**src/tag_consts.vh**
```
// Constants for the touch acquisition gating controller
// Assumes inclusion by bare name from design files
`ifndef TAG_CONSTS_VH
`define TAG_CONSTS_VH

// Register indices and byte addresses (index times four)
`define TAG_IDX_CTRL_ONE 5'h01
`define TAG_IDX_CTRL_TWO 5'h02
`define TAG_ADDR_CTRL_ONE 12'h004
`define TAG_ADDR_CTRL_TWO 12'h008
`define TAG_ADDR_STATUS 12'h00C
`define TAG_ADDR_RESULT_BASE 12'h000
// Result read addresses
`define TAG_RES_PRESSURE_FIRST 5'h1A
`define TAG_RES_PRESSURE_SECOND 5'h12
// Field positions
`define TAG_BIT_SINGLE_DIFF 11
`define TAG_BIT_START 10
`define TAG_BIT_HOLD_POL 3
`define TAG_CHAN_LSB 0
// Channel codes
`define TAG_CH_X 4'hC
`define TAG_CH_Y 4'hD
`define TAG_CH_PRESSURE_FIRST 4'hA
`define TAG_CH_PRESSURE_SECOND 4'h2
// Reset values
`define TAG_CTRL_ONE_RST 12'h000
`define TAG_CTRL_TWO_RST 12'h000
// Timing in ns and derived cycles at 100 MHz
`define TAG_CLK_NS 10
`define TAG_ACQ_NS 2000
`define TAG_CONV_NS 6000
`define TAG_DELAY_NS 1000
`define TAG_ACQ_CYC ((`TAG_ACQ_NS + `TAG_CLK_NS - 1) / `TAG_CLK_NS)
`define TAG_CONV_CYC ((`TAG_CONV_NS + `TAG_CLK_NS - 1) / `TAG_CLK_NS)
`define TAG_DELAY_CYC ((`TAG_DELAY_NS + `TAG_CLK_NS - 1) / `TAG_CLK_NS)

`endif

```
**src/tag_hold_sync.v**
```verilog
// Two-stage synchroniser with polarity decode for the hold input
// Assumes clock and active-low reset from the top
`timescale 1ns/1ps
`default_nettype none
module tag_hold_sync
(
   input wire clock,
   input wire rstN,
   input wire holdIn,
   input wire holdPolarity,
   output reg holdActive
);
   reg meta_q;
   reg sync_q;

   always @(posedge clock or negedge rstN)
   begin
      if (!rstN)
      begin
         meta_q <= 1'b0;
         sync_q <= 1'b0;
         holdActive <= 1'b0;
      end
      else
      begin
         meta_q <= holdIn; // RULE16
         sync_q <= meta_q; // RULE16
         holdActive <= holdPolarity ? sync_q : ~sync_q; // RULE12
      end
   end
endmodule // tag_hold_sync
`default_nettype wire

```
**src/tag_touch_ctrl.v**
```verilog
// Touch acquisition gating controller: APB registers, plate switch
// control and acquisition gating by the hold input.
// Assumes a converter that samples while acqEnable is high and converts
// while convActive is high; convData is stored at the edge where convActive falls.
// What this block does
// RULE1: Bit 11 of control one chooses ratiometric (0, default) or single-ended (1).
// RULE2: Single-ended X drives the X plate and senses Y+ against the chip reference.
// RULE3: Ratiometric Y puts the reference across the Y plate and senses X+.
// RULE4: Ratiometric mode keeps excitation on through the whole conversion.
// RULE5: Single-ended mode drops excitation once the input is sampled.
// RULE6: Pressure drives Y+ to X-, first senses Y-, second senses X+.
// RULE7: Channel 1010b is the first pressure reading, stored at result 11010b.
// RULE8: Channel 0010b is the second pressure reading, stored at result 10010b.
// RULE9: No acquisition starts while the hold input is active.
// RULE10: A hold during acquisition aborts it and restarts once hold ends.
// RULE11: Hold polarity is bit 3 of control two at address 0x02.
// RULE12: Polarity 1 means active high, 0 active low, resetting to 0.
// RULE13: The system ties the hold input inactive to disable holding.
// RULE14: Hold is ignored during conversion and the first-conversion delay.
// RULE15: Holding applies to every converter channel.
// RULE16: The hold input passes three flip-flops (two synchroniser stages, then the polarity decode) before gating acquisition.
`timescale 1ns/1ps
`default_nettype none
`include "tag_consts.vh"
module tag_touch_ctrl
#(
   parameter ACQ_CYC = `TAG_ACQ_CYC,
   parameter CONV_CYC = `TAG_CONV_CYC,
   parameter DELAY_CYC = `TAG_DELAY_CYC
)
(
   input wire clock,
   input wire reset_n,
   input wire psel,
   input wire penable,
   input wire pwrite,
   input wire [11:0] paddr,
   input wire [31:0] pwdata,
   output reg [31:0] prdata,
   output reg pready,
   output reg pslverr,
   input wire acquisition_hold_in,
   input wire [11:0] convData,
   output reg acqEnable,
   output reg convActive,
   output reg [3:0] convChannel,
   output reg xPosDrive,
   output reg xNegDrive,
   output reg yPosDrive,
   output reg yNegDrive,
   output reg [1:0] senseSel,
   output reg refRatiometric,
   output reg [1:0] refPlate
);
   // States, one-hot
   localparam [4:0] ST_IDLE = 5'b00001;
   localparam [4:0] ST_DELAY = 5'b00010;
   localparam [4:0] ST_ACQ = 5'b00100;
   localparam [4:0] ST_CONV = 5'b01000;
   localparam [4:0] ST_STORE = 5'b10000;
   // Sense selections
   localparam [1:0] SN_XP = 2'h0;
   localparam [1:0] SN_YP = 2'h1;
   localparam [1:0] SN_YN = 2'h2;
   // Reference plate: 0 none, 1 X plate, 2 Y plate
   localparam [1:0] RP_NONE = 2'h0;
   localparam [1:0] RP_X = 2'h1;
   localparam [1:0] RP_Y = 2'h2;
   // Register indices not carried in the header
   localparam [4:0] IDX_STATUS = 5'h03;
   localparam [4:0] RES_X = 5'h1C;
   localparam [4:0] RES_Y = 5'h1D;

   reg rstMeta_q;
   reg rstN_q;
   reg [11:0] ctrlOne_q;
   reg [11:0] ctrlTwo_q;
   reg [4:0] state_q;
   reg [15:0] count_q;
   reg [3:0] chan_q;
   reg [11:0] resPressFirst_q;
   reg [11:0] resPressSecond_q;
   reg [11:0] resX_q;
   reg [11:0] resY_q;
   reg [7:0] abortCount_q;
   wire holdActive;
   wire singleEnded;
   wire apbAccess;
   wire apbWrite;
   wire [4:0] resIdx;

   assign singleEnded = ctrlOne_q[`TAG_BIT_SINGLE_DIFF]; // RULE1
   assign apbAccess = psel & penable & ~pready;
   // Writes land only at the edge that completes the access
   assign apbWrite = psel & penable & pready & pwrite;
   assign resIdx = paddr[6:2];

   // Map a channel code to its result address
   function [4:0] resAddrOf;
      input [3:0] ch;
      begin
         resAddrOf = {1'b1, ch};
      end
   endfunction

   // Internal reset: asserts at once, releases after two edges
   always @(posedge clock or negedge reset_n)
   begin
      if (!reset_n)
      begin
         rstMeta_q <= 1'b0;
         rstN_q <= 1'b0;
      end
      else
      begin
         rstMeta_q <= 1'b1;
         rstN_q <= rstMeta_q;
      end
   end

   // Hold input crosses two flops, then the polarity decode
   tag_hold_sync uHoldSync
   (
      .clock(clock),
      .rstN(rstN_q),
      .holdIn(acquisition_hold_in),
      .holdPolarity(ctrlTwo_q[`TAG_BIT_HOLD_POL]), // RULE11
      .holdActive(holdActive)
   );

   // APB slave: one wait state, answer in the access cycle after
   always @(posedge clock or negedge rstN_q)
   begin
      if (!rstN_q)
      begin
         ctrlOne_q <= `TAG_CTRL_ONE_RST;
         ctrlTwo_q <= `TAG_CTRL_TWO_RST; // RULE12
         prdata <= 32'h00000000;
         pready <= 1'b0;
         pslverr <= 1'b0;
      end
      else
      begin
         pready <= apbAccess;
         pslverr <= 1'b0;
         if (apbWrite)
         begin
            case (paddr)
               `TAG_ADDR_CTRL_ONE: ctrlOne_q <= pwdata[11:0];
               `TAG_ADDR_CTRL_TWO: ctrlTwo_q <= pwdata[11:0]; // RULE11
               default: ctrlTwo_q <= ctrlTwo_q;
            endcase
         end
         if (apbAccess)
         begin
            prdata <= 32'h00000000;
            if (pwrite)
            begin
               // Error flag must stand with pready, so decode it early
               if (paddr != `TAG_ADDR_CTRL_ONE &&
                  paddr != `TAG_ADDR_CTRL_TWO)
                  pslverr <= 1'b1;
            end
            else if (paddr[11:7] != 5'h00 || paddr[1:0] != 2'h0)
               pslverr <= 1'b1;
            else
            begin
               case (resIdx)
                  `TAG_IDX_CTRL_ONE: prdata <= {20'h00000, ctrlOne_q};
                  `TAG_IDX_CTRL_TWO: prdata <= {20'h00000, ctrlTwo_q};
                  IDX_STATUS:
                     prdata <= {19'h0, abortCount_q, holdActive,
                        state_q[3:0]};
                  `TAG_RES_PRESSURE_FIRST:
                     prdata <= {20'h00000, resPressFirst_q}; // RULE7
                  `TAG_RES_PRESSURE_SECOND:
                     prdata <= {20'h00000, resPressSecond_q}; // RULE8
                  RES_X: prdata <= {20'h00000, resX_q};
                  RES_Y: prdata <= {20'h00000, resY_q};
                  default: pslverr <= 1'b1;
               endcase
            end
         end
      end
   end

   // Conversion sequencer
   always @(posedge clock or negedge rstN_q)
   begin
      if (!rstN_q)
      begin
         state_q <= ST_IDLE;
         count_q <= 16'h0000;
         chan_q <= 4'h0;
         resPressFirst_q <= 12'h000;
         resPressSecond_q <= 12'h000;
         resX_q <= 12'h000;
         resY_q <= 12'h000;
         abortCount_q <= 8'h00;
      end
      else
      begin
         case (state_q)
            ST_IDLE:
            begin
               if (apbWrite && paddr == `TAG_ADDR_CTRL_ONE &&
                  pwdata[`TAG_BIT_START])
               begin
                  chan_q <= pwdata[3:0];
                  count_q <= 16'h0000;
                  state_q <= ST_DELAY;
               end
            end
            ST_DELAY:
            begin
               // Hold input not looked at here
               if (count_q >= DELAY_CYC[15:0] - 16'h0001) // RULE14
               begin
                  count_q <= 16'h0000;
                  state_q <= ST_ACQ;
               end
               else
                  count_q <= count_q + 16'h0001;
            end
            ST_ACQ:
            begin
               // Same gating on every channel code
               if (holdActive) // RULE9 RULE15
               begin
                  // Partial sample is thrown away on a hold
                  if (count_q != 16'h0000) // RULE10
                     abortCount_q <= abortCount_q + 8'h01;
                  count_q <= 16'h0000;
               end
               else if (count_q >= ACQ_CYC[15:0] - 16'h0001)
               begin
                  count_q <= 16'h0000;
                  state_q <= ST_CONV;
               end
               else
                  count_q <= count_q + 16'h0001;
            end
            ST_CONV:
            begin
               // Hold input ignored while converting
               if (count_q >= CONV_CYC[15:0] - 16'h0001) // RULE14
               begin
                  count_q <= 16'h0000;
                  state_q <= ST_STORE;
               end
               else
                  count_q <= count_q + 16'h0001;
            end
            ST_STORE:
            begin
               case (resAddrOf(chan_q))
                  `TAG_RES_PRESSURE_FIRST: resPressFirst_q <= convData; // RULE7
                  `TAG_RES_PRESSURE_SECOND: resPressSecond_q <= convData; // RULE8
                  RES_X: resX_q <= convData;
                  RES_Y: resY_q <= convData;
                  default: resX_q <= resX_q;
               endcase
               state_q <= ST_IDLE;
            end
            default: state_q <= ST_IDLE;
         endcase
      end
   end

   // Plate switches, sense and reference routing, all registered
   always @(posedge clock or negedge rstN_q)
   begin
      if (!rstN_q)
      begin
         acqEnable <= 1'b0;
         convActive <= 1'b0;
         convChannel <= 4'h0;
         xPosDrive <= 1'b0;
         xNegDrive <= 1'b0;
         yPosDrive <= 1'b0;
         yNegDrive <= 1'b0;
         senseSel <= SN_XP;
         refRatiometric <= 1'b0;
         refPlate <= RP_NONE;
      end
      else
      begin
         // Gate follows the synchronised hold one cycle later
         acqEnable <= (state_q == ST_ACQ) & ~holdActive; // RULE9 RULE10
         convActive <= (state_q == ST_CONV);
         convChannel <= chan_q;
         xPosDrive <= 1'b0;
         xNegDrive <= 1'b0;
         yPosDrive <= 1'b0;
         yNegDrive <= 1'b0;
         senseSel <= SN_XP;
         refRatiometric <= 1'b0;
         refPlate <= RP_NONE;
         if (state_q == ST_DELAY || state_q == ST_ACQ ||
            (state_q == ST_CONV && !singleEnded)) // RULE4 RULE5
         begin
            case (chan_q)
               `TAG_CH_X:
               begin
                  xPosDrive <= 1'b1; // RULE2
                  xNegDrive <= 1'b1;
                  senseSel <= SN_YP;
                  refRatiometric <= ~singleEnded;
                  refPlate <= singleEnded ? RP_NONE : RP_X;
               end
               `TAG_CH_Y:
               begin
                  yPosDrive <= 1'b1; // RULE3
                  yNegDrive <= 1'b1;
                  senseSel <= SN_XP;
                  refRatiometric <= ~singleEnded;
                  refPlate <= singleEnded ? RP_NONE : RP_Y;
               end
               `TAG_CH_PRESSURE_FIRST:
               begin
                  yPosDrive <= 1'b1; // RULE6
                  xNegDrive <= 1'b1;
                  senseSel <= SN_YN;
                  refRatiometric <= ~singleEnded;
               end
               `TAG_CH_PRESSURE_SECOND:
               begin
                  yPosDrive <= 1'b1; // RULE6
                  xNegDrive <= 1'b1;
                  senseSel <= SN_XP;
                  refRatiometric <= ~singleEnded;
               end
               default: senseSel <= SN_XP;
            endcase
         end
      end
   end
endmodule // tag_touch_ctrl
`default_nettype wire

```
**config.mk**
```make
export PLATFORM = sky130hd
export DESIGN_NAME = tag_touch_ctrl
export DESIGN_NICKNAME = d
export VERILOG_FILES = /design/src/tag_hold_sync.v /design/src/tag_touch_ctrl.v
export VERILOG_INCLUDE_DIRS = /design/src
export SDC_FILE = /design/constraint.sdc
export NUM_CORES = 1
export LEC_CHECK = 0
export BUFFER_PORTS_ARGS = -buffer_cell sky130_fd_sc_hd__buf_2
export CAP_MARGIN = 10
export CORE_ASPECT_RATIO = 1.4
export CORE_MARGIN = 2
export CORE_UTILIZATION = 55
export CTS_BUF_LIST = sky130_fd_sc_hd__clkbuf_4 sky130_fd_sc_hd__clkbuf_8
export CTS_CLUSTER_SIZE = 10
export DETAILED_ROUTE_END_ITERATION = 7
export PLACE_DENSITY = 0.79
export RECOVER_POWER = 25
export SLEW_MARGIN = 10
export SYNTH_ARGS = -nofsm -noshare
export SYNTH_HDL_FRONTEND = slang
export SYNTH_SLANG_ARGS = --single-unit
```
**constraint.sdc**
```tcl
create_clock -name clock -period 7 [get_ports clock]
set_clock_uncertainty 0.2 [all_clocks]
set_input_delay 0.7 -clock clock [delete_from_list [all_inputs] [get_ports clock]]
set_output_delay 0.7 -clock clock [all_outputs]
set_load 0.01 [all_outputs]
```
==> flow_summary.json, run 1 <==
{
  "status": "complete, but fails checks",
  "violations": "max-capacitance violations, max-slew violations",
  "hpwl_mm": 10.33,
  "max_stage_delay_ns": 1.63,
  "cp-end-kind": "async pin",
  "overflow": 0,
  "irDropWorstVdd_v": 0.0001071,
  "yosysTopAreaCellShare_pct": 54.59,
  "crit_buf_inv": 1,
  "syn_to_final_growth_pct": 11.77,
  "p_int_w": 0.001183,
  "sw_frac_of_total_pct": 21.69,
  "insertion_delay_ns": 0.43,
  "max_freq_mhz": 334.3,
  "async_flop_share_pct": 100.0,
  "p_switching_w": 0.0003276,
  "antenna_cells": 0,
  "leakagePower_nw": 3.260,
  "synth-main-ff-cell": "dfrtp_1",
  "num_vias": 4494,
  "vias_per_cell": 6.123,
  "dpl-instance-area_um2": 6713,
  "cts_tree": "built",
  "timing.slew.headroom_pct": -27.43,
  "synth_top_cell_by_area": "dfrtp_1",
  "grt_usage_pct": 25.09,
  "clockPowerShare_pct": 40.2,
  "syn-mean-instance-area_um2": 12.38,
  "antenna_found_initial": 0,
  "maxCapViolCount": 1,
  "synth.top_cells.by_area": "dfrtp_1, mux2_2, a22oi_1, buf_4, a22o_1",
  "tns_ns": 0,
  "wire_per_inst_um": 20.00,
  "drv_slew": 50,
  "clock_path_buffers": 2,
  "clkTransAtPathRegs_ns": 0.06,
  "cts_root_buffer": "clkbuf_8",
  "yosys_warnings": 0,
  "total_power_w": 0.001510,
  "post-route-drc-count": 0,
  "port_buffers": 71,
  "hold_viol_final": 0,
  "power_density_nw_per_um2": 213.6,
  "gp_congestion": 0.8985,
  "drive_gt1_share_pct": 31.69,
  "cts_sinks": 139,
  "grt_max_degree": 90,
  "setup-violations-final": 0,
  "cp.required_ns": 7.19,
  "crit_path_start_kind": "register",
  "yosysMostFrequentCell": "dfrtp_1",
  "crit_family": "flip-flops",
  "critPathKind": "reg -> async",
  "first_pass_iters": 5,
  "yosysUniqueCellTypes": 66,
  "p_seq_share_pct": 55.2,
  "cts_max_level": 4,
  "worstMarginPinSlew_ns": 1.912,
  "slowest_stage": "dfrtp_1",
  "r2r_slack_ns": 4.01,
  "path_cells": "buf_4",
  "dieArea_um2": 12390,
  "grt_pass1_wl_mm": 23.40,
  "synth_commonest_cells": "dfrtp_1, mux2_2, nor2_1, a22oi_1, buf_4",
  "fin_crit_ns": 2.992,
  "netlist_instances": 511,
  "synth_seq_area_share_pct": 55.00,
  "ys_ff_latch": 139,
  "final.period_utilization_pct": 42.74,
  "rsz0062_at_grt": "no",
  "synth_edf_count": 0,
  "initial_utilization_pct": 56.08,
  "path_max_fanout": 89,
  "cts_resized": 0,
  "fin_area_um2": 7071,
  "syn_area_um2": 6326,
  "die_w_um": 94.64,
  "fp.coreArea_um2": 11280,
  "num_rows": 46,
  "die_h_um": 130.9,
  "arrival_ns": 3.18,
  "wirelength_mm": 14.68,
  "initialDrtViolationCount": 377,
  "io-pin-count": 111,
  "cts_made_buffers": 17,
  "first_global_vias": 4500,
  "p_comb_share_pct": 4.5,
  "min_path_type": "reg -> reg",
  "ant_nets": 0,
  "final_nets": 645
}
-- sequential cells by signal, summed over array words and instances, names as in the netlist, 2 cells and up --
name / flops
refPlate: 2
count_q: 16
convChannel: 4
ctrlTwo_q: 12
resPressFirst_q: 12
abortCount_q: 8
state_q: 5
resX_q: 12
resPressSecond_q: 12
prdata: 13
resY_q: 12
chan_q: 4
senseSel: 2
ctrlOne_q: 12
-- power by group through the flow --
stage | clock [W] | sequential (W) | combinational [W]
after floorplan | 0 | 0.000852 | 0.0000400
after global placement | 0 | 0.000848 | 0.0000647
after detailed placement | 0 | 0.000850 | 0.0000679
after CTS | 0.000617 | 0.000834 | 0.0000686
after global routing | 0.000654 | 0.000836 | 0.0000752
final | 0.000608 | 0.000834 | 0.0000683
-- metrics by stage --
stage	worst slack, ns	hold WS (ns)	std cells	util [%]
after floorplan	2.642	0.1312	529	-
after global placement	3.611	0.1365	703	59.51
after detailed placement	3.484	0.1347	703	59.51
after CTS	3.963	0.1500	733	62.87
after global routing	3.490	0.1509	734	62.68
final	4.008	0.1488	734	62.68
-- routing by layer --
metal	vias up	track usage (%)	wire, um
met5	-	0	0
met2	159	44.39	7908
li1	2009	-	-
met1	2298	29.79	5771
met4	0	9.548	301
met3	28	5.447	700
-- layout by cell type (no fill, tap or decap), types with 16 or more instances in the layout --
| cell | instances |
|---|---|
| conb_1 | 20 |
| nand3_1 | 16 |
| dfrtp_1 | 138 |
| nand2_1 | 19 |
| a22oi_1 | 22 |
| clkbuf_8 | 21 |
| a22o_1 | 16 |
| buf_2 | 56 |
| nor2_1 | 23 |
| mux2_2 | 79 |
-- cell families after synthesis --
group | after synthesis | synth area share (%)
and+or+nand+nor | 125 | 11.43
buffers and inverters | 54 | 4.806
muxes | 80 | 14.30
DFF | 139 | 55.00
other | 2 | 0.1187
AOI/OAI and AO/OA | 99 | 12.50
xor gates and xnor gates | 9 | 1.246
adders and majority gates | 3 | 0.5934
-- path summary, 6_finish.rpt --
check                                      to             start  depth (start not counted)
max                                    pready            rstN_q                          1
min                          uHoldSync.sync_q  uHoldSync.meta_q                          0
max reg2reg                            pready            rstN_q                          1
min reg2reg                  uHoldSync.sync_q  uHoldSync.meta_q                          0
max in group clock         resPressFirst_q[2]        state_q[3]                          4
min in group asynchronous           rstMeta_q           reset_n                          2
-- cell type report --
| cell class | instances | area [um^2] |
|---|---|---|
| well taps | 144 | 180.2 |
| clock inverters | 2 | 35.03 |
| inverters | 8 | 30.03 |
| fillers | 866 | 4210 |
| multi-input cells | 336 | 2620 |
| repair buffers | 78 | 391.6 |
| flip-flops and latches | 139 | 3480 |
| clock buffers | 27 | 334.1 |
-- repair_timing --
item                                   in CTS  in global routing
hold buffers                                1                  0
setup buffers                               0                  0
endpoints found under the hold margin       2                  0
setup endpoints to repair                   0                  0
Note: power is estimated with default switching activity, not from simulation.
==> inputs of run 2 (changes only) <==
Settings changed: CORE_UTILIZATION 55 to 52, PLACE_DENSITY 0.79 to 0.78.
Clock period 7 ns to 2.7 ns, I/O delays scaled along.
==> run 2 against run 1 <==
  * The flow still finishes with violations (max-capacitance violations, max-slew violations)
  * Sequential power rose to 2.6 times the previous value
  * Sequential share of layout area down 3.5 points
  * Flip-flop and latch count unchanged
  * Maximum frequency up 24%
  * Critical path type is now reg -> reg
==> flow_summary.json, run 2 (synthesis gave the netlist of run 1 again) <==
{
  "clockPowerShare_pct": 43.2,
  "vias_per_cell": 6.058,
  "ant_nets": 0,
  "post-route-drc-count": 0,
  "fin_crit_ns": 2.413,
  "die_w_um": 97.22,
  "initialDrtViolationCount": 360,
  "num_rows": 47,
  "drv_slew": 45,
  "wirelength_mm": 15.33,
  "layout.cells.non_filler": 788,
  "tns_ns": 0,
  "violations": "max-capacitance violations, max-slew violations",
  "arrival_ns": 2.55,
  "cts_tree": "built",
  "hp-start": "pwrite",
  "fin_util_pct": 64.04,
  "dpl-instance-area_um2": 6902,
  "critPathKind": "reg -> reg",
  "hold_viol_final": 0,
  "path_max_fanout": 8,
  "cts_max_level": 4,
  "setup-violations-final": 0,
  "largest_reg_flops": 16,
  "gp_congestion": 0.8635,
  "fp.coreArea_um2": 11880,
  "p_seq_share_pct": 51.7,
  "power_density_nw_per_um2": 549.3,
  "cts_made_buffers": 17,
  "first_global_vias": 4990,
  "layout_common_cells": "dfrtp_1, mux2_2, buf_2",
  "leakagePower_nw": 3.564,
  "grt_max_degree": 46,
  "cp.required_ns": 2.83,
  "rsz0062_at_grt": "no",
  "initial_utilization_pct": 53.25,
  "final_common_cell": "dfrtp_1",
  "cp-end-kind": "register",
  "antenna_found_initial": 0,
  "drive_gt1_share_pct": 35.57,
  "r2r_start": "count_q[11]",
  "cts_sinks": 139,
  "fin_area_um2": 7607,
  "sw_frac_of_total_pct": 23.23,
  "first_pass_iters": 6,
  "top_register": "count_q",
  "crit_path_start_kind": "register",
  "syn_to_final_growth_pct": 20.25,
  "dp.cells": 729,
  "dieArea_um2": 13080,
  "final.period_utilization_pct": 89.37,
  "cts_root_buffer": "clkbuf_8",
  "grt_pass1_wl_mm": 24.64,
  "clock_path_buffers": 2,
  "antenna_cells": 0,
  "status": "complete, but fails checks",
  "max_freq_mhz": 414.4,
  "hpwl_mm": 10.70,
  "worstMarginPinSlew_ns": 1.810,
  "p_comb_share_pct": 5.1,
  "num_vias": 4774,
  "min_path_type": "in -> reg",
  "die_h_um": 134.5,
  "port_buffers": 71,
  "maxCapViolCount": 1,
  "overflow": 0,
  "insertion_delay_ns": 0.44,
  "p_switching_w": 0.0009705,
  "post_cts_buffers": 0,
  "irDropWorstVdd_v": 0.0003274,
  "clkTransAtPathRegs_ns": 0.08,
  "wire_per_inst_um": 19.45,
  "timing.slew.headroom_pct": -20.68,
  "reg_top3": "count_q x16, prdata x13",
  "critPathLaunch": "count_q[11]",
  "final_nets": 693,
  "p_int_w": 0.003208,
  "io-pin-count": 111,
  "grt_usage_pct": 24.03
}
==> run 2: worst max-delay path, cell delays in order, from the launching register on <==
cell and delay [ns]:
dfrtp_1 0.44, or4_1 0.57, or3_4 0.37, o2111a_1 0.39, mux2_4 0.34
==> run 2: repair_timing <==
| action | 4_1_cts | 5_1_grt |
|---|---|---|
| hold buffers | 27 | 0 |
| endpoints found under the hold margin | 79 | 0 |
| gates resized for setup | 1 | 0 |
| setup endpoints to repair | 3 | 0 |
==> run 2: stage by stage <==
stage	power, W	hold slack (ns)	setup slack [ns]
6_report	0.004179	0.02340	0.2870
3_5_place_dp	0.002385	-0.1436	-0.01835
4_1_cts	0.004204	0.002188	0.2894
2_1_floorplan	0.002314	-0.2256	0.1914
3_3_place_gp	0.002374	-0.1426	0.1108
5_1_grt	0.004320	0.02955	0.1310
==> run 2: worst paths after layout <==
path	endpoint	slack [ns]	cells past startpoint
worst min-delay path	pslverr	0.02	3
max in group asynchronous	convActive	0.52	1
worst min register to register	uHoldSync.sync_q	0.15	0
min in group asynchronous	rstMeta_q	0.46	3
worst max-delay path	abortCount_q[1]	0.29	4
worst max register to register	abortCount_q[1]	0.29	4
==> run 2: final cells by class <==
type / instances / area, um^2
clock buffers: 20 / 269.0
fillers: 907 / 4272
multi-input cells: 336 / 2635
inverters: 8 / 30.03
repair buffers: 126 / 848.3
well taps: 147 / 183.9
clock inverters: 12 / 161.4
flip-flops and latches: 139 / 3480
==> run 2: power by group through the flow <==
stage          Combinational, W  Clock, W  Sequential, W
2_1_floorplan          0.000104         0        0.00221
3_3_place_gp           0.000176         0        0.00220
3_5_place_dp           0.000184         0        0.00220
4_1_cts                0.000214   0.00183        0.00216
5_1_grt                0.000234   0.00192        0.00217
6_report               0.000214   0.00180        0.00216
==> run 2: routing by layer <==
layer,GRT usage [%],share of wire [%],vias to the layer above
li1,-,-,2119
met1,27.04,37,2412
met2,43.79,53,196
met3,4.607,5.7,47
met4,11.57,3.8,0
met5,0,0,-
